`config.mk`:
```
export PLATFORM = sky130hd
export DESIGN_NAME = port_front_end
export DESIGN_NICKNAME = d
export VERILOG_FILES = /design/src/attr_decode.v /design/src/port_front_end.v
export VERILOG_INCLUDE_DIRS = /design/src /design/src/src
export SDC_FILE = /design/constraint.sdc
export NUM_CORES = 1
export LEC_CHECK = 0
export BUFFER_PORTS_ARGS = -buffer_cell sky130_fd_sc_hd__buf_2
export CAP_MARGIN = 10
export CORE_MARGIN = 4
export CORE_UTILIZATION = 56
export CTS_BUF_LIST = sky130_fd_sc_hd__clkbuf_8
export DETAILED_ROUTE_END_ITERATION = 6
export GPL_TIMING_DRIVEN = 0
export PLACE_DENSITY = 0.87
export SYNTH_ARGS = -nofsm -noshare
export SYNTH_HDL_FRONTEND = slang
export SYNTH_SLANG_ARGS = --single-unit
```
`constraint.sdc`:
```
create_clock -name hclk -period 5.1 [get_ports hclk]
set_input_delay 0.765 -clock hclk [delete_from_list [all_inputs] [get_ports hclk]]
set_output_delay 0.765 -clock hclk [all_outputs]
set_load 0.05 [all_outputs]
```
`src/port_front_end_defines.vh`:
```
/*
 Constants for the cache port front end: outstanding limits,
 cache attribute bit positions, routing classes and register map.
 Assumes inclusion by bare name from design files.
*/
`ifndef PORT_FRONT_END_DEFINES_VH
`define PORT_FRONT_END_DEFINES_VH

// Memory-side issuing limits, whole controller; MST_NB_WR_MAX applies per port
`define MST_WR_MAX 5'h08
`define MST_RD_MAX 5'h0b
`define MST_ALL_MAX 5'h19
`define MST_EVICT_MAX 5'h03
`define MST_STORE_WR_MAX 5'h03
`define MST_STORE_RD_MAX 5'h03
`define MST_NB_WR_MAX 5'h01
`define MST_SLV_RD_MAX 5'h04
// Per slave port acceptance limits
`define SLV_WR_MAX 3'h1
`define SLV_RD_MAX 3'h4
`define SLV_ALL_MAX 3'h5
// Default ID widths
`define MST_ID_W_DEF 8
`define SLV_ID_W_DEF 6
// Cache attribute bit positions
`define ATTR_WA 3
`define ATTR_RA 2
`define ATTR_C 1
`define ATTR_B 0
`define SHARED_BIT 0
// Routing class codes
`define CLS_SO 3'h0
`define CLS_DEV 3'h1
`define CLS_NOALLOC 3'h2
`define CLS_RA 3'h3
`define CLS_WA 3'h4
`define CLS_RWA 3'h5
// AHB register map (byte addresses), control reset value and NONSEQ code
`define REG_STATUS 12'h000
`define REG_MST_CNT 12'h004
`define REG_SLV0_CNT 12'h008
`define REG_SLV1_CNT 12'h00c
`define REG_CTRL 12'h010
`define REG_DECODE 12'h014
`define CTRL_RESET 32'h0000_0000
`define HTRANS_NONSEQ 2'h2

`endif

```
`src/attr_decode.v`:
```
/*
 Combinational decode of a four-bit cache attribute into a class,
 allocation flags and write policy.
 Assumes the attribute is a registered, enable-qualified input.
*/
`timescale 1ns/1ps
`include "port_front_end_defines.vh"

module attr_decode (
	input wire [3:0] attr,
	output reg [2:0] cls,
	output reg rd_alloc,
	output reg wr_alloc,
	output reg lookup,
	output reg write_back,
	output reg bufferable
);
	// Every encoding lands in some class, listed or not
	always @* begin
		rd_alloc = 1'b0;
		wr_alloc = 1'b0;
		lookup = 1'b0;
		write_back = 1'b0;
		bufferable = attr[`ATTR_B];
		cls = `CLS_SO;
		if (!attr[`ATTR_C]) begin
			// Allocate bits ignored without cacheable
			if (attr[`ATTR_B]) begin
				cls = `CLS_DEV;
			end else begin
				cls = `CLS_SO;
			end
		end else begin
			lookup = attr[`ATTR_RA] | attr[`ATTR_WA];
			write_back = attr[`ATTR_B];
			rd_alloc = attr[`ATTR_RA];
			wr_alloc = attr[`ATTR_WA];
			if (attr[`ATTR_RA] && attr[`ATTR_WA]) begin
				cls = `CLS_RWA;
			end else if (attr[`ATTR_WA]) begin
				cls = `CLS_WA;
			end else if (attr[`ATTR_RA]) begin
				cls = `CLS_RA;
			end else begin
				cls = `CLS_NOALLOC;
			end
		end
	end
endmodule

```
`src/port_front_end.v`:
```
/*
 Port front end of a level-2 cache controller: enable-gated request
 capture on two slave ports, attribute decode, outstanding-transaction
 bookkeeping for the slave ports and the memory side, and an AHB-Lite
 slave for status and control.
 Assumes one clock; enables come from an outside divider; completion
 pulses are qualified by the same port enables as the requests.
*/
// The address map and the AHB-Lite interface to the registers were chosen for this implementation.
`timescale 1ns/1ps
`include "port_front_end_defines.vh"

module port_front_end #(
	parameter MST_ID_W = `MST_ID_W_DEF,
	parameter SLV_ID_W = `SLV_ID_W_DEF,
	parameter TWO_MASTERS = 1
) (
	input wire hclk,
	input wire hresetn,
	input wire hsel,
	input wire [11:0] haddr,
	input wire [1:0] htrans,
	input wire hwrite,
	input wire [2:0] hsize,
	input wire [31:0] hwdata,
	input wire hready,
	output reg [31:0] hrdata,
	output wire hreadyout,
	output wire hresp,
	input wire [1:0] s_in_en,
	input wire [1:0] s_out_en,
	input wire [1:0] m_in_en,
	input wire [1:0] m_out_en,
	input wire [1:0] s_arvalid,
	input wire [2*SLV_ID_W-1:0] s_arid,
	input wire [7:0] s_arcache,
	input wire [1:0] s_aruser,
	output reg [1:0] s_arready,
	input wire [1:0] s_awvalid,
	input wire [2*SLV_ID_W-1:0] s_awid,
	input wire [7:0] s_awcache,
	input wire [1:0] s_awuser,
	output reg [1:0] s_awready,
	input wire [1:0] s_rdone,
	input wire [1:0] s_wdone,
	output reg [1:0] m_arvalid,
	output reg [2*MST_ID_W-1:0] m_arid,
	input wire [1:0] m_arready,
	output reg [1:0] m_rd_shared,
	input wire [1:0] m_rdone,
	input wire evict_req,
	input wire store_buffer_wr_req,
	input wire store_buffer_rd_req,
	input wire evict_done,
	input wire store_buffer_wr_done,
	input wire store_buffer_rd_done,
	input wire nb_wr_done0,
	input wire nb_wr_done1,
	output wire evict_grant,
	output wire store_buffer_wr_grant,
	output wire store_buffer_rd_grant,
	output reg [1:0] cache_rd_req,
	output reg [1:0] wr_to_store_buffer,
	output reg [1:0] wr_mark_dirty,
	output reg [1:0] wr_nb_mem
);
	reg [2:0] slv_rd_r [0:1];
	reg [2:0] slv_wr_r [0:1];
	reg [4:0] mst_rd_r;
	reg [4:0] mst_wr_r;
	reg [4:0] ev_r;
	reg [4:0] stbw_r;
	reg [4:0] stbr_r;
	reg [4:0] slvr_r [0:1];
	reg [4:0] nbw_r [0:1];
	reg [31:0] ctrl_r;
	reg [31:0] err_cnt_r;
	reg [3:0] last_attr_r;
	reg [2:0] last_cls_r;
	reg ph_valid_r;
	reg ph_write_r;
	reg [11:0] ph_addr_r;
	reg [1:0] ar_take;
	reg [1:0] aw_take;
	wire [2:0] ar_cls0;
	wire [2:0] ar_cls1;
	wire [2:0] aw_cls0;
	wire [2:0] aw_cls1;
	wire [1:0] ar_look;
	wire [1:0] aw_wb;
	wire [1:0] aw_look;
	wire [4:0] mst_all;
	wire mst_port1;
	wire ahb_go;
	integer i;

	// Room left under a limit; used for the memory-side counters
	function room;
		input [4:0] cnt;
		input [4:0] lim;
		begin
			room = (cnt < lim);
		end
	endfunction

	// Attribute decoders, one per slave channel
	attr_decode u_ar0 (.attr(s_arcache[3:0]), .cls(ar_cls0), .rd_alloc(), .wr_alloc(),
		.lookup(ar_look[0]), .write_back(), .bufferable());
	attr_decode u_ar1 (.attr(s_arcache[7:4]), .cls(ar_cls1), .rd_alloc(), .wr_alloc(),
		.lookup(ar_look[1]), .write_back(), .bufferable());
	attr_decode u_aw0 (.attr(s_awcache[3:0]), .cls(aw_cls0), .rd_alloc(), .wr_alloc(),
		.lookup(aw_look[0]), .write_back(aw_wb[0]), .bufferable());
	attr_decode u_aw1 (.attr(s_awcache[7:4]), .cls(aw_cls1), .rd_alloc(), .wr_alloc(),
		.lookup(aw_look[1]), .write_back(aw_wb[1]), .bufferable());

	// Whole-controller totals; port split kept only in slvr_r and nbw_r
	assign mst_all = mst_rd_r + mst_wr_r;
	assign mst_port1 = (TWO_MASTERS != 0);

	// Grants for internal requesters against shared limits
	assign evict_grant = evict_req && room(ev_r, `MST_EVICT_MAX) && room(mst_wr_r, `MST_WR_MAX)
		&& room(mst_all, `MST_ALL_MAX);
	assign store_buffer_wr_grant = store_buffer_wr_req && !evict_grant && room(stbw_r, `MST_STORE_WR_MAX)
		&& room(mst_wr_r, `MST_WR_MAX) && room(mst_all, `MST_ALL_MAX);
	assign store_buffer_rd_grant = store_buffer_rd_req && room(stbr_r, `MST_STORE_RD_MAX)
		&& room(mst_rd_r, `MST_RD_MAX) && room(mst_all, `MST_ALL_MAX);

	// Acceptance per slave port; sampled only on input enable
	always @* begin
		for (i = 0; i < 2; i = i + 1) begin
			ar_take[i] = s_in_en[i] && s_arvalid[i] && s_arready[i];
			aw_take[i] = s_in_en[i] && s_awvalid[i] && s_awready[i];
		end
	end

	// Slave-side outstanding counters and ready outputs
	always @(posedge hclk or negedge hresetn) begin
		if (!hresetn) begin
			for (i = 0; i < 2; i = i + 1) begin
				slv_rd_r[i] <= 3'h0;
				slv_wr_r[i] <= 3'h0;
			end
			s_arready <= 2'h0;
			s_awready <= 2'h0;
		end else begin
			for (i = 0; i < 2; i = i + 1) begin
				slv_rd_r[i] <= slv_rd_r[i] + {2'h0, ar_take[i]} - {2'h0, s_in_en[i] & s_rdone[i]};
				slv_wr_r[i] <= slv_wr_r[i] + {2'h0, aw_take[i]} - {2'h0, s_in_en[i] & s_wdone[i]};
				if (s_out_en[i]) begin
					// Ready is conservative: assumes no completion this cycle
					s_arready[i] <= !ctrl_r[0] && (slv_rd_r[i] + {2'h0, ar_take[i]} < `SLV_RD_MAX)
						&& (slv_rd_r[i] + slv_wr_r[i] + {2'h0, ar_take[i]} + {2'h0, aw_take[i]}
						< `SLV_ALL_MAX);
					s_awready[i] <= !ctrl_r[0] && (slv_wr_r[i] + {2'h0, aw_take[i]} < `SLV_WR_MAX)
						&& (slv_rd_r[i] + slv_wr_r[i] + {2'h0, ar_take[i]} + {2'h0, aw_take[i]}
						< `SLV_ALL_MAX)
						&& room(nbw_r[i] + {4'h0, aw_take[i]}, `MST_NB_WR_MAX);
				end
			end
		end
	end

	// Routing of accepted requests and memory-side read issue
	always @(posedge hclk or negedge hresetn) begin
		if (!hresetn) begin
			m_arvalid <= 2'h0;
			m_arid <= {2*MST_ID_W{1'b0}};
			m_rd_shared <= 2'h0;
			cache_rd_req <= 2'h0;
			wr_to_store_buffer <= 2'h0;
			wr_mark_dirty <= 2'h0;
			wr_nb_mem <= 2'h0;
			last_attr_r <= 4'h0;
			last_cls_r <= `CLS_SO;
		end else begin
			cache_rd_req <= ar_take & ar_look;
			wr_to_store_buffer <= aw_take & {aw_cls1 != `CLS_SO && aw_cls1 != `CLS_DEV,
				aw_cls0 != `CLS_SO && aw_cls0 != `CLS_DEV};
			wr_nb_mem <= aw_take & {aw_cls1 == `CLS_SO || aw_cls1 == `CLS_DEV,
				aw_cls0 == `CLS_SO || aw_cls0 == `CLS_DEV};
			wr_mark_dirty <= aw_take & aw_look & aw_wb;
			if (ar_take[0]) begin
				last_attr_r <= s_arcache[3:0];
				last_cls_r <= ar_cls0;
			end
			// Port 0 always; port 1 only when present
			for (i = 0; i < 2; i = i + 1) begin
				if (m_out_en[i] && (i == 0 || mst_port1)) begin
					if (m_arvalid[i] && m_arready[i] && m_in_en[i]) begin
						m_arvalid[i] <= 1'b0;
					end
				end
			end
			// Bypass reads go out on port 0 for slave 0, and on port 1 for slave 1 only when TWO_MASTERS is set (else port 0)
			if (m_out_en[0] && !m_arvalid[0] && ar_take[0] && !ar_look[0]) begin
				m_arvalid[0] <= 1'b1;
				m_arid[MST_ID_W-1:0] <= {{(MST_ID_W-SLV_ID_W){1'b0}}, s_arid[SLV_ID_W-1:0]};
				m_rd_shared[0] <= s_aruser[0];
			end
			if (m_out_en[mst_port1] && !m_arvalid[mst_port1] && ar_take[1] && !ar_look[1]) begin
				m_arvalid[mst_port1] <= 1'b1;
				m_arid[MST_ID_W*(mst_port1+1)-1 -: MST_ID_W] <=
					{{(MST_ID_W-SLV_ID_W){1'b0}}, s_arid[2*SLV_ID_W-1:SLV_ID_W]};
				m_rd_shared[mst_port1] <= s_aruser[1];
			end
		end
	end

	// Memory-side outstanding bookkeeping, whole controller plus per port in slvr_r and nbw_r
	always @(posedge hclk or negedge hresetn) begin
		if (!hresetn) begin
			mst_rd_r <= 5'h0;
			mst_wr_r <= 5'h0;
			ev_r <= 5'h0;
			stbw_r <= 5'h0;
			stbr_r <= 5'h0;
			for (i = 0; i < 2; i = i + 1) begin
				slvr_r[i] <= 5'h0;
				nbw_r[i] <= 5'h0;
			end
		end else begin
			ev_r <= ev_r + {4'h0, evict_grant} - {4'h0, evict_done};
			stbw_r <= stbw_r + {4'h0, store_buffer_wr_grant} - {4'h0, store_buffer_wr_done};
			stbr_r <= stbr_r + {4'h0, store_buffer_rd_grant} - {4'h0, store_buffer_rd_done};
			nbw_r[0] <= nbw_r[0] + {4'h0, wr_nb_mem[0]} - {4'h0, nb_wr_done0};
			nbw_r[1] <= nbw_r[1] + {4'h0, wr_nb_mem[1]} - {4'h0, nb_wr_done1};
			for (i = 0; i < 2; i = i + 1) begin
				slvr_r[i] <= slvr_r[i] + {4'h0, ar_take[i] & ~ar_look[i]} - {4'h0, m_in_en[i] & m_rdone[i]};
			end
			mst_wr_r <= mst_wr_r + {4'h0, evict_grant} + {4'h0, store_buffer_wr_grant} + {4'h0, wr_nb_mem[0]}
				+ {4'h0, wr_nb_mem[1]} - {4'h0, evict_done} - {4'h0, store_buffer_wr_done}
				- {4'h0, nb_wr_done0} - {4'h0, nb_wr_done1};
			mst_rd_r <= mst_rd_r + {4'h0, store_buffer_rd_grant} + {4'h0, ar_take[0] & ~ar_look[0]}
				+ {4'h0, ar_take[1] & ~ar_look[1]} - {4'h0, store_buffer_rd_done}
				- {4'h0, m_in_en[0] & m_rdone[0]} - {4'h0, m_in_en[1] & m_rdone[1]};
		end
	end

	// AHB-Lite slave: zero wait states, always OKAY
	assign hreadyout = 1'b1;
	assign hresp = 1'b0;
	assign ahb_go = hsel && hready && htrans[1];

	always @(posedge hclk or negedge hresetn) begin
		if (!hresetn) begin
			ph_valid_r <= 1'b0;
			ph_write_r <= 1'b0;
			ph_addr_r <= 12'h000;
			ctrl_r <= `CTRL_RESET;
			err_cnt_r <= 32'h0000_0000;
		end else begin
			if (hready) begin
				ph_valid_r <= ahb_go;
				ph_write_r <= hwrite;
				ph_addr_r <= haddr;
			end
			// Only the control word is writable
			if (ph_valid_r && ph_write_r && ph_addr_r == `REG_CTRL) begin
				ctrl_r <= {31'h0, hwdata[0]};
			end
			// Counts breaches of the slave write and memory read and write limits; should stay zero
			if (slv_wr_r[0] > `SLV_WR_MAX || slv_wr_r[1] > `SLV_WR_MAX || mst_wr_r > `MST_WR_MAX
				|| mst_rd_r > `MST_RD_MAX) begin
				err_cnt_r <= err_cnt_r + 32'h0000_0001;
			end
		end
	end

	// Read mux; unmapped offsets read zero
	always @* begin
		if (ph_addr_r == `REG_STATUS) begin
			hrdata = err_cnt_r;
		end else if (ph_addr_r == `REG_MST_CNT) begin
			hrdata = {11'h0, mst_all, 3'h0, mst_wr_r, 3'h0, mst_rd_r};
		end else if (ph_addr_r == `REG_SLV0_CNT) begin
			hrdata = {21'h0, slvr_r[0][2:0], 1'b0, slv_wr_r[0], 1'b0, slv_rd_r[0]};
		end else if (ph_addr_r == `REG_SLV1_CNT) begin
			hrdata = {21'h0, slvr_r[1][2:0], 1'b0, slv_wr_r[1], 1'b0, slv_rd_r[1]};
		end else if (ph_addr_r == `REG_CTRL) begin
			hrdata = ctrl_r;
		end else if (ph_addr_r == `REG_DECODE) begin
			hrdata = {25'h0, last_cls_r, last_attr_r};
		end else begin
			hrdata = 32'h0000_0000;
		end
	end
endmodule

```
# After elaboration in Yosys (flattened, before gate mapping)
# Cells that the tools add are included.
[totals]
regBits = 141
wordCells = 227
inputBits = 126
[classes]
magnitude_cmp = 18
n_eq_ne = 9
n_bitwise = 19
add_sub_neg = 46
n_reduce_logical = 66
mux = 35
[ops]
columns = ["cell", "count"]
rows = [
  ["2-to-1 mux 32 bit", 5],
  ["adder 5 x 1 -> 5 bit", 16],
  ["subtractor 5 x 1 -> 5 bit", 14],
  ["logical AND 1 bit", 47],
  ["adder 32 x 1 -> 32 bit (second input constant)", 1],
  ["2-to-1 mux 3 bit", 9],
  ["adder 3 x 1 -> 3 bit", 8],
  ["equality test 12 x 4 -> 1 bit (second input constant)", 2],
  ["equality test 12 x 5 -> 1 bit (second input constant)", 2],
  ["2-to-1 mux 1 bit", 18],
  ["< comparator 5 x 2 -> 1 bit (second input constant)", 3],
  ["equality test 12 x 3 -> 1 bit (second input constant)", 1],
  ["zero test 12 bit", 1],
  ["< comparator 3 bit (second input constant)", 4],
  ["subtractor 3 x 1 -> 3 bit", 4],
  ["AND 2 bit", 5],
  ["greater-than comparator 5 x 4 -> 1 bit (second input constant)", 2],
  ["< comparator 5 x 1 -> 1 bit (second input constant)", 2],
  ["< comparator 5 x 4 -> 1 bit (second input constant)", 2],
  ["AND 1 bit", 8],
  ["2-to-1 mux 8 bit", 1],
  ["2-to-1 mux 7 bit", 1],
  ["adder 3 bit", 2],
  ["equality test 3 x 1 -> 1 bit (second input constant)", 2],
  ["14 further kinds", 33],
]

# Logic depth before layout (Yosys ltp)
# Gate-level depths: netlist of the first run.
[depth]
ltp_word = 16
ltp_mapped = 17
depth_no_buf = 17

# Modules after synthesis
# Synthesis of the first run repeated with hierarchy kept, for this count alone.
[hier_totals]
cells_unflattened = 788
hier_area_um2 = 8446.9
[by_module_without_submodules]
columns = ["mod", "area_each_um2", "n_inst", "cells_each"]
rows = [
  ["port_front_end", 8196.6, 1, 756],
  ["attr_decode", 62.6, 4, 8],
]

# Worst setup path after synthesis of the first run
# No wires, ideal clock.
[synth_path]
kind = "reg-to-reg"
startpoint = "register mst_wr_r[0]"
endpoint = "register mst_wr_r[3]"
arrival_time_ns = 3.757
n_path_buf = 0
stages_incl_launch_ff = 17
period_less_slack_ns = 3.879
t_required_ns = 4.977
setup_slack_ns = 1.221
setup_time_ns = 0.123
path_cell_list = "dfrtp_1 > ha_1 > inv_1 > fa_1 > nor2b_1 > o21ai_0 > and3_1 > o221ai_1 > nand3_1 > fa_1 > fa_1 > fa_1 > inv_1 > ha_1 > inv_1 > fa_1 > xnor2_1"
[synth_via]
elab_chain_cells = 15
elab_cells_between_ends = 18
cone_classes = "add/sub (9); order compare (2); reduce/logical (7)"
[synth_rtl]
columns = ["item", "line", "source"]
rows = [
  ["start, declared", "port_front_end.v:70", "reg [4:0] mst_wr_r;"],
  ["start signal, assigned", "port_front_end.v:230", "mst_wr_r <= mst_wr_r + {4'h0, evict_grant} + {4'h0, store_buffer_wr_grant} + {4'h0, wr_nb_mem[0]}"],
  ["branches (longest 8 deep; another with adder 5 bit)", "-", ""],
  ["adder 5 x 1 -> 5 bit * (2 in series)", "port_front_end.v:230", ""],
  ["adder 5 x 1 -> 5 bit *", "port_front_end.v:231", "+ {4'h0, wr_nb_mem[1]} - {4'h0, evict_done} - {4'h0, store_buffer_wr_done}"],
  ["subtractor 5 x 1 -> 5 bit * (2 in series)", "port_front_end.v:231", ""],
  ["subtractor 5 x 1 -> 5 bit * (2 in series)", "port_front_end.v:232", "- {4'h0, nb_wr_done0} - {4'h0, nb_wr_done1};"],
]
# Every way passes the cells marked *.
# A chain may end at the register's enable or synchronous reset.

# Worst setup path after layout of the first run
# Ends and elaborated chain as after synthesis.

==> summary.md, run 1 <==
| Metric | Value |
|---|---|
| Pin count of the biggest net entering global routing | 100 |
| Ports | roughly 200 |
| Mean Syn Cell Area | around 10 µm² |
| Overall routed net length | ~18000 µm |
| Met2 Use GR | between 30% and 40% |
| Reg clk slew, reported paths | around 0.09 ns |
| CTS max path bufs | 2 |
| CTS tree | built |
| GRT Util Overall | approximately 23% |
| Leading post-synthesis cells by cell area | dfrtp_1 41%, ha_1 12%, xnor2_1 6.2%, fa_1 5.6%, inv_1 5.4% |
| Core area | around 0.014 mm² |
| # Max-Cap Violations | 0 |
| Setup crit end kind | flip-flop |
| Final Non-Filler Cells | about 1100 |
| Row count | 43 |
| Ys async rst share | between 90% and 100% |
| CP endpoint | mst_wr_r[3] |
| Clock buffer count from CTS | 17 |
| Die X | 129 µm |
| GRT met3 Usage | about 6.2% |
| RR Startpoint | mst_wr_r[0] |
| Hold buffers post-CTS | 0 |
| CP arrival | 4.82 ns |
| Status | finished, final reports clean |
| Reg2reg end | mst_wr_r[3] |
| Seq cells post-synth | about 140 |
| DRC | 0 |
| Routed Antenna Nets | 0 |
| Tcrit/Tclk final | 87.6% |
| FF/Latch Area | between 0.003 and 0.004 mm² |
| Die height | approximately 130 µm |
| Remaining Overflow, GRT | 0 |
| Multi-input logic area | 0.00423 mm² |
| Number of global-route vias before repair | ~6300 |
| Worst path depth | 16 |
| Pins Over Slew Limit | 0 |
| Launch point of the worst path | mst_wr_r[0] |
| WS Path Type | reg -> reg |
| Drt wl/cell | 15.7 µm |
| Via count | about 6200 |
| # nets final | about 1200 |
| CP max stage delay | 0.53 ns |
| Mapped Cells | 787 |
| Worst Hold Class | in -> async |
| Clock Latency Late Sink | 0.47 ns |
| Commonest non-fill, non-tap cell in the layout | buf_2 |
| Root buffer cell | clkbuf_8 |
| Critical path cell sequence | ha_1 > inv_1 > fa_1 > nor2b_1 > o21ai_0 > and3_1 > o221ai_1 > nand3_1 > fa_1 > fa_1 > fa_1 > inv_1 > ha_1 > inv_1 > fa_1 > xnor2_1 |
| Filler instances | ~1100 |
| WP buf/inv | 3 |
| Starting density of the core | between 50 and 60% |
| Clk_skew | about 0.020 ns |
| Antenna violations before repair | 0 |
| Setup bufs post-CTS | 0 |
| Min cycle time layout | 4.47 ns |
| Max IR drop VDD | around 460 µV |
| Placer congestion estimate | ~0.9 |
| Yosys cell types | 57 |
| Dominant synthesized flop cell | dfrtp_1 |
| Grt peak-use layer | met2 |
| Clock Sinks | between 100 and 150 |
| Slew Limit Headroom | 61.2% |
| DRT iter0 DRCs | about 390 |
| R2r setup slk | 0.63 ns |
| Layout cells sized above 1 | between 20% and 30% |
| Post-cts resize count | 0 |
| Via density | roughly 5.4 |
| Placed insts | between 1000 and 1500 |
| Max Freq | about 220 MHz |
| Post-synthesis sequential area ratio | about two fifths |
| Slowest CP cell | fa_1 |
| Mapped cell area | 0.00816 mm² |
| R2R cell count | 16 |
| Final setup vio count | 0 |
| Final hold vios | 0 |
| Most frequent cells in the layout | 138 x buf_2, 135 x dfrtp_1, 117 x inv_1 |
| Antenna cells | 0 |
| PD cells | between 500 and 600 mW/mm² |
| Worst Setup Start Kind | flip-flop |
| Top delay family on crit path | adder cells |
| Area grow syn2layout | 16.8% |
| Yosys top cell by area | dfrtp_1 |
| Global-route wire length before repair | 29800 µm |
| Die ar. | 0.0166 mm² |
| Setup TNS Final | 0 ns |
| EDFF count, synth | 0 |
| Global routing usage on met1 | approximately 28% |
| Worst-margin pin slew | between 0.5 and 0.6 ns |
| H-tree depth reported by CTS | 4 |
| Pleak | a little over 5 nW |
| RSZ-0062 raised after global routing | false |
| Buffers added on ports | 137 |
| Top-area cell type share of the netlist area | 41.4% |
| Worst-path maximum fanout | 6 |
| CP required | approximately 5.5 ns |
| DP Wirelength | ~14000 µm |
| Yosys warns | 0 |
| Pre-antenna DRT Iters | 5 |
| Crit path top cell by count | fa_1 |
registers in the layout, summed over array words and instances, names as in the netlist, 2 cells and up:
signal and cells:
cache_rd_req 2, err_cnt_r 32, ev_r 5, last_attr_r 4, last_cls_r 3, m_arid 12, m_arvalid 2, m_rd_shared 2
mst_rd_r 5, mst_wr_r 5, nbw_r 10, ph_addr_r 12, s_arready 2, s_awready 2, slv_rd_r 6, slv_wr_r 6
slvr_r 6, stbr_r 5, stbw_r 5, wr_mark_dirty 2, wr_nb_mem 2, wr_to_store_buffer 2
stage by stage:
step	setup WS, ns	hold WS [ns]	total power, W	area (µm²)	util, %
floorplan	1.22	0.434	0.00368	8180	-
global placement	0.761	0.450	0.00413	9090	64.5
detailed placement	0.653	0.464	0.00432	9120	64.7
CTS	0.603	0.186	0.00528	9530	67.6
global route	0.354	0.202	0.00570	9530	67.6
finish	0.632	0.190	0.00524	9530	67.6
report_power, final:
group / internal [W] / leakage [nW] / total, W / switching [W]
Combinational: 0.00111 / 3.15 / 0.00248 / 0.00138
Clock: 0.000485 / 0.203 / 0.000943 / 0.000458
Sequential: 0.00145 / 1.69 / 0.00181 / 0.000360
final cells by class:
| class | count | share of cell area, % |
|---|---|---|
| Inverter | 118 | 4.65 |
| Buffer | 22 | 1.29 |
| Timing Repair Buffer | 138 | 7.55 |
| Tap cell | 180 | 2.36 |
| Multi-Input combinational cell | 516 | 44.4 |
| Sequential cell | 135 | 35.4 |
| Clock buffer | 17 | 2.46 |
| Clock inverter | 15 | 1.85 |
synthesized netlist by cell type, types with 3 or more instances:
cell      count
a21o_1       15
a21oi_1      30
a31oi_1       3
and2_1       26
and3_1       15
buf_4         6
clkbuf_1     11
dfrtp_1     135
fa_1         23
ha_1         77
inv_1       117
mux2_2       29
mux2i_1       9
nand2_1      53
nand3_1      30
nand4_1      13
nor2_1       21
nor2b_1       7
nor3_1       13
nor4_1        6
o21a_1        3
o21ai_0      22
xnor2_1      58
xor2_1       20
routing by layer:
layer	vias to the layer above	share of wire [%]
met5	-	0
met4	0	2.2
met3	39	6.7
met2	218	50
met1	2982	41
li1	2925	-
how the worst min path moves through the flow:
stage | endpoint | startpoint | slack, ns | cells past startpoint
2_1_floorplan | err_cnt_r[31] | err_cnt_r[31] | 0.43 | 1
4_1_cts | stbr_r[3] | hresetn | 0.19 | 1
5_1_grt | ev_r[2] | hresetn | 0.20 | 1
6_report | ev_r[2] | hresetn | 0.19 | 1
3_3_place_gp | err_cnt_r[31] | err_cnt_r[31] | 0.45 | 1
3_5_place_dp | err_cnt_r[31] | err_cnt_r[31] | 0.46 | 1
kinds of logic after synthesis:
kind of cell	share of synthesized area, %
flip-flops	41.4
XOR/XNOR	8.37
other	0.0920
AO/OA/AOI/OAI	6.36
buffers and inverters	6.93
adder cells (fa/ha/maj)	17.4
multiplexers	5.66
AND/OR/NAND/NOR	13.7
(Power assumes the default switching activity.)
==> run 2, diff against run 1 <==
--- a/config.mk
+++ b/config.mk
@@ -12,7 +12,6 @@
 export CORE_UTILIZATION = 56
 export CTS_BUF_LIST = sky130_fd_sc_hd__clkbuf_8
 export DETAILED_ROUTE_END_ITERATION = 6
-export GPL_TIMING_DRIVEN = 0
 export PLACE_DENSITY = 0.87
 export SYNTH_ARGS = -nofsm -noshare
 export SYNTH_HDL_FRONTEND = slang
==> run 2 against run 1 <==
  * Flip-flop and latch count stayed put
  * Power up 1.3%
  * Clock-buffer cell count up 1
  * Design area down 0.92%
  * Combinational power barely moved
  * Critical path depth is 1 higher
  * Maximum frequency rose by 7.5%
  * Worst hold slack better by 0.21 ns
  * Global-route usage shrank 1.1 points
  * Critical endpoint unchanged
==> summary.md, run 2 (same netlist as run 1, synthesis figures left out) <==
| Metric | Value |
|---|---|
| Clk_skew | 0.0105 ns (-0.00908 ns) |
| Core area | 0.0141 mm² (unchanged) |
| RSZ-0062 raised after global routing | false |
| Global-route wire length before repair | 28500 µm (-4.4%) |
| Die X | 129 µm (unchanged) |
| Wire length on met3 | 1050 µm (-13%) |
| H-tree depth reported by CTS | 4 (unchanged) |
| Area grow syn2layout | 15.7% |
| Starting density of the core | 57.9% (unchanged) |
| CP max stage delay | 0.51 ns (-0.02 ns) |
| Max Freq | 241 MHz (+7.5%) |
| GRT Util Overall | 21.7% (-1.1 points) |
| Pins Over Slew Limit | 0 (unchanged) |
| Crit path top cell by count | fa_1 |
| Largest registers | err_cnt_r (32), m_arid (12), ph_addr_r (12) |
| Drt wl/cell | 15.5 µm (-1.8%) |
| DP Wirelength | 13300 µm (-4.7%) |
| Remaining Overflow, GRT | 0 (unchanged) |
| Worst Hold Class | in -> async |
| Antenna cells | 0 (unchanged) |
| DRC | 0 (unchanged) |
| Slowest CP cell | fa_1 |
| Placer congestion estimate | 0.851 (-3.2%) |
| Hold buffers post-CTS | 0 (unchanged) |
| Pin count of the biggest net entering global routing | 92 (-8.0%) |
| WS Path Type | reg -> reg |
| # Max-Cap Violations | 0 (unchanged) |
| CTS max path bufs | 2 (unchanged) |
| Clock Sinks | 135 (unchanged) |
| Max reg flops | 32 (unchanged) |
| Top Metal Used | met4 |
| Worst Setup Start Kind | flip-flop |
| Reg clk slew, reported paths | 0.08 ns (about the same) |
| Setup bufs post-CTS | 0 (unchanged) |
| Setup TNS Final | 0 ns (unchanged) |
| Buffers added on ports | 138 (+0.73%) |
| Row count | 43 (unchanged) |
| PD cells | 562 mW/mm² (+2.2%) |
| Worst-margin pin slew | 1.00 ns (+0.421 ns) |
| Die height | 129 µm (unchanged) |
| Pre-antenna DRT Iters | 5 (unchanged) |
| Min cycle time layout | 4.16 ns (-0.310 ns) |
| Pleak | 5.00 nW (-0.89%) |
| Antenna violations before repair | 0 (unchanged) |
| Worst-path maximum fanout | 6 (unchanged) |
| Slew Limit Headroom | 33.2% (-28 points) |
| Ports | 195 (unchanged) |
| CTS tree | built |
| Met2 WL | 8870 µm (-2.1%) |
| Overall routed net length | 17300 µm (-3.5%) |
| Met1 Wirelength | 7070 µm (-3.0%) |
| Status | finished, final reports clean |
| WP buf/inv | 4 (+1) |
| Tcrit/Tclk final | 81.5% (-6.1 points) |
| Routed Antenna Nets | 0 (unchanged) |
| Top delay family on crit path | adder cells |
| Setup crit end kind | flip-flop |
| Final core occ | 67.0% (-0.62 points) |
| Commonest non-fill, non-tap cell in the layout | buf_2 |
| Final hold vios | 0 (unchanged) |
| Number of global-route vias before repair | 6133 (-3.1%) |
| CP required | 5.43 ns (-0.03 ns) |
| Clock Latency Late Sink | 0.44 ns (-0.03 ns) |
| DRT iter0 DRCs | 339 (-12%) |
| Critical path cell sequence | ha_1 > inv_1 > fa_1 > nor2b_1 > o21ai_0 > and3_1 > o221ai_1 > buf_4 > nand3_1 > fa_1 > fa_1 > fa_1 > inv_1 > ha_1 > inv_1 > fa_1 > xnor2_1 |
| Worst hold slack | 0.401 ns (+0.211 ns) |
| Via count | 5980 (-3.0%) |
| Die ar. | 0.0166 mm² (unchanged) |
| Layout cells sized above 1 | 22.6% (-0.47 points) |
| CP arrival | 4.49 ns (-0.33 ns) |
| Total Power | 0.00531 W (+1.3%) |
| Reg with most FFs | err_cnt_r |
| # nets final | 1154 (-1.7%) |
| Most frequent cells in the layout | 137 x buf_2, 135 x dfrtp_1, 118 x inv_1 |
| Via density | 5.33 (-1.3%) |
| Max IR drop VDD | 554 µV (+20%) |
| Final setup vio count | 0 (unchanged) |
| Clock buffer count from CTS | 17 (unchanged) |
| Root buffer cell | clkbuf_8 |
| Post-cts resize count | 0 (unchanged) |
==> run 2: path summary, 6_finish.rpt <==
path	start	endpoint	slack, ns	cells past startpoint
max in group asynchronous	hresetn	slv_wr_r[0]	3.63	2
min in group hclk	err_cnt_r[31]	err_cnt_r[31]	0.46	1
min reg2reg	err_cnt_r[31]	err_cnt_r[31]	0.46	1
max	mst_wr_r[0]	mst_wr_r[3]	0.94	17
max reg2reg	mst_wr_r[0]	mst_wr_r[3]	0.94	17
min	hresetn	stbr_r[1]	0.40	1
==> run 2: where the power goes <==
group          switching (W)  internal (W)  total, W
combinational        0.00136       0.00111   0.00247
sequential          0.000370       0.00146   0.00182
clock               0.000422      0.000591   0.00101
==> run 2: per-stage QoR <==
step | instance area (µm²) | cells | worst slack [ns]
5_1_grt | 9440 | 1121 | 0.727
2_1_floorplan | 8180 | 791 | 1.22
3_5_place_dp | 8990 | 1089 | 0.970
3_3_place_gp | 8990 | 1089 | 1.05
6_report | 9440 | 1121 | 0.943
4_1_cts | 9440 | 1121 | 0.967
==> run 2: per-layer routing <==
layer,up-vias,global-route usage [%]
li1,2879,-
met3,28,5.31
met5,-,0
met4,0,6.49
met2,190,37.8
met1,2883,26.7
==> run 2: worst reg2reg max path, cell delays in order, from the launching register on <==
cell and delay (ns):
dfrtp_1 0.45, ha_1 0.21, inv_1 0.05, fa_1 0.39
nor2b_1 0.11, o21ai_0 0.10, and3_1 0.22, o221ai_1 0.16
buf_4 0.18, nand3_1 0.09, fa_1 0.51, fa_1 0.43
fa_1 0.37, inv_1 0.07, ha_1 0.15, inv_1 0.05
fa_1 0.37, xnor2_1 0.13
==> run 2: area by class of cell <==
| class | count | area (µm²) |
|---|---|---|
| Timing Repair Buffer | 140 | 712 |
| Multi-Input combinational cell | 516 | 4230 |
| Clock buffer | 18 | 248 |
| Fill cell | 1081 | 4650 |
| Clock inverter | 14 | 205 |
| Tap cell | 180 | 225 |
| Sequential cell | 135 | 3380 |
| Inverter | 118 | 443 |
==> run 3, diff against run 2 <==
==> constraint.sdc (replaced) <==
create_clock -name hclk -period 4.3 [get_ports hclk]
set_input_delay 0.645 -clock hclk [delete_from_list [all_inputs] [get_ports hclk]]
set_output_delay 0.645 -clock hclk [all_outputs]
set_load 0.05 [all_outputs]
==> run 3 against run 2 <==
  * Sequential share of layout area fell by 0.20 points
  * Final cell count rose by 0.27%
  * Non-clock buffer count rose by 3
  * Largest cell class unchanged
  * Maximum frequency rose by 1.8%
  * Worst hold slack got worse by 0.13 ns
  * Largest power group unchanged
  * Critical endpoint unchanged
  * Global-route usage rose by 0.56 points
  * Clock power rose by 25%
  * Via count rose by 1.9%
  * Flip-flop and latch count did not move
==> summary.md, run 3 (same netlist as run 1, synthesis figures left out) <==
| Metric | Value |
|---|---|
| Slew Limit Headroom | 32.3% (-0.84 points) |
| Die X | 129 µm (unchanged) |
| Setup crit end kind | flip-flop |
| # nets final | 1157 (+0.26%) |
| Commonest non-fill, non-tap cell in the layout | buf_2 |
| WS Path Type | reg -> reg |
| Routed Antenna Nets | 0 (unchanged) |
| CTS max path bufs | 2 (unchanged) |
| Placed insts | 1092 (+0.28%) |
| Area grow syn2layout | 16.4% |
| Place WS | 0.178 ns (-0.793 ns) |
| Final Non-Filler Cells | 1124 (+0.27%) |
| DP Wirelength | 13500 µm (+1.7%) |
| Worst Hold Class | in -> async |
| Buffers added on ports | 138 (unchanged) |
| Pre-antenna DRT Iters | 5 (unchanged) |
| Clock buffer count from CTS | 17 (unchanged) |
| Filler instances | 1061 (-1.9%) |
| Post-route cell area | 0.00950 mm² (+0.57%) |
| Drt wl/cell | 15.7 µm (+1.7%) |
| Antenna cells | 0 (unchanged) |
| Placer congestion estimate | 0.868 (+2.0%) |
| Reg2reg end | mst_wr_r[3] |
| Number of global-route vias before repair | 6269 (+2.2%) |
| Worst-margin pin slew | 1.01 ns (+0.0127 ns) |
| Final core occ | 67.4% (+0.38 points) |
| Reg clk slew, reported paths | 0.08 ns (about the same) |
| Pleak | 5.02 nW (+0.51%) |
| Via count | 6096 (+1.9%) |
| CTS tree | built |
| Remaining Overflow, GRT | 0 (unchanged) |
| DRT iter0 DRCs | 360 (+6.2%) |
| Antenna violations before repair | 0 (unchanged) |
| DRC | 0 (unchanged) |
| Global-route wire length before repair | 29400 µm (+3.1%) |
| CP arrival | 4.42 ns (-0.07 ns) |
| Pin count of the biggest net entering global routing | 88 (-4.3%) |
| Clock Sinks | 135 (unchanged) |
| Final setup vio count | 0 (unchanged) |
| Root buffer cell | clkbuf_8 |
| Pins Over Slew Limit | 0 (unchanged) |
| Hold buffers post-CTS | 0 (unchanged) |
| Starting density of the core | 57.9% (unchanged) |
| Largest registers | err_cnt_r (32), m_arid (12), ph_addr_r (12) |
| Status | finished, final reports clean |
| Core area | 0.0141 mm² (unchanged) |
| Overall routed net length | 17700 µm (+2.0%) |
| Worst Setup Start Kind | flip-flop |
| RR Startpoint | mst_wr_r[0] |
| Max IR drop VDD | 484 µV (-13%) |
| Max reg flops | 32 (unchanged) |
| DP Area | 0.00901 mm² (+0.25%) |
| R2r setup slk | 0.22 ns (-0.73 ns) |
| R2R cell count | 16 (-1) |
| H-tree depth reported by CTS | 4 (unchanged) |
| Tcrit/Tclk final | 95.0% (+13 points) |
| # Max-Cap Violations | 0 (unchanged) |
| GRT Util Overall | 22.2% (+0.56 points) |
| Worst Slack Setup Final | 0.216 ns (-0.726 ns) |
| Min cycle time layout | 4.08 ns (-0.0738 ns) |
| Clock Latency Late Sink | 0.44 ns (about the same) |
| Ports | 195 (unchanged) |
| Most frequent cells in the layout | 137 x buf_2, 135 x dfrtp_1, 118 x inv_1 |
| PD cells | 675 mW/mm² (+20%) |
| Setup TNS Final | 0 ns (unchanged) |
| Die ar. | 0.0166 mm² (unchanged) |
| Via density | 5.42 (+1.7%) |
| RSZ-0062 raised after global routing | false |
| Row count | 43 (unchanged) |
| Clk_skew | 0.0117 ns (+0.00119 ns) |
| CP required | 4.64 ns (-0.79 ns) |
| Max Freq | 245 MHz (+1.8%) |
| Die height | 129 µm (unchanged) |
| Worst-path maximum fanout | 4 (-2) |
| Layout cells sized above 1 | 23.0% (+0.35 points) |
| Reg with most FFs | err_cnt_r |
| Final hold vios | 0 (unchanged) |
run 3: cell types whose count changed in the layout (fill, tap and decap cells not counted), sizes merged:
cell	change
buf	+3
inv	-1
bufinv	+1
run 3: area by class of cell:
| class | count | area, µm² | area share [%] |
|---|---|---|---|
| clock buffers | 18 | 248 | 2.61 |
| repair buffers | 143 | 734 | 7.73 |
| inverters | 118 | 443 | 4.66 |
| well taps | 180 | 225 | 2.37 |
| multi-input cells | 516 | 4240 | 44.6 |
| clock inverters | 14 | 230 | 2.42 |
| flip-flops and latches | 135 | 3380 | 35.6 |
run 3: worst max-delay path, cell delays in order, from the launching register on:
cell,delay [ns]
dfrtp_1,0.43
ha_1,0.20
inv_1,0.06
fa_1,0.40
nor2b_1,0.12
o21ai_0,0.10
and3_1,0.23
o221ai_2,0.19
nand3_1,0.14
fa_1,0.51
fa_1,0.43
fa_1,0.37
inv_1,0.06
ha_1,0.15
inv_1,0.06
fa_1,0.39
xnor2_1,0.14
run 3: report_power, final:
part / internal (W) / switching (W) / total (W)
Clock: 0.000759 / 0.000502 / 0.00126
Combinational: 0.00134 / 0.00164 / 0.00299
Sequential: 0.00173 / 0.000433 / 0.00216
run 3: worst max-delay path by stage:
stage | startpoint | end | cells after the start
finish | mst_wr_r[0] | mst_wr_r[3] | 16
global route | mst_wr_r[0] | mst_wr_r[3] | 16
CTS | mst_wr_r[0] | mst_wr_r[3] | 16
detailed placement | mst_wr_r[0] | mst_wr_r[3] | 16
global placement | mst_wr_r[0] | mst_wr_r[3] | 16
floorplan | mst_wr_r[0] | mst_wr_r[3] | 16
run 3: metrics by stage:
stage	power, W	hold WS (ns)
finish	0.00641	0.273
global route	0.00697	0.302
CTS	0.00644	0.281
detailed placement	0.00513	0.464
global placement	0.00493	0.449
floorplan	0.00437	0.349
run 3: timing repair:
item | 4_1_cts | 5_1_grt
buffers inserted | 0 | 0
gates resized for setup | 0 | 1
setup endpoints to repair | 0 | 3
run 3: routing by layer:
layer / part of all wire, % / up-vias / GRT usage, % / wire (µm)
met5: 0 / - / 0 / 0
met4: 2.1 / 0 / 6.24 / 378
met3: 6.0 / 33 / 5.69 / 1070
met2: 51 / 216 / 38.8 / 9020
met1: 41 / 2964 / 27.5 / 7210
li1: - / 2883 / - / -
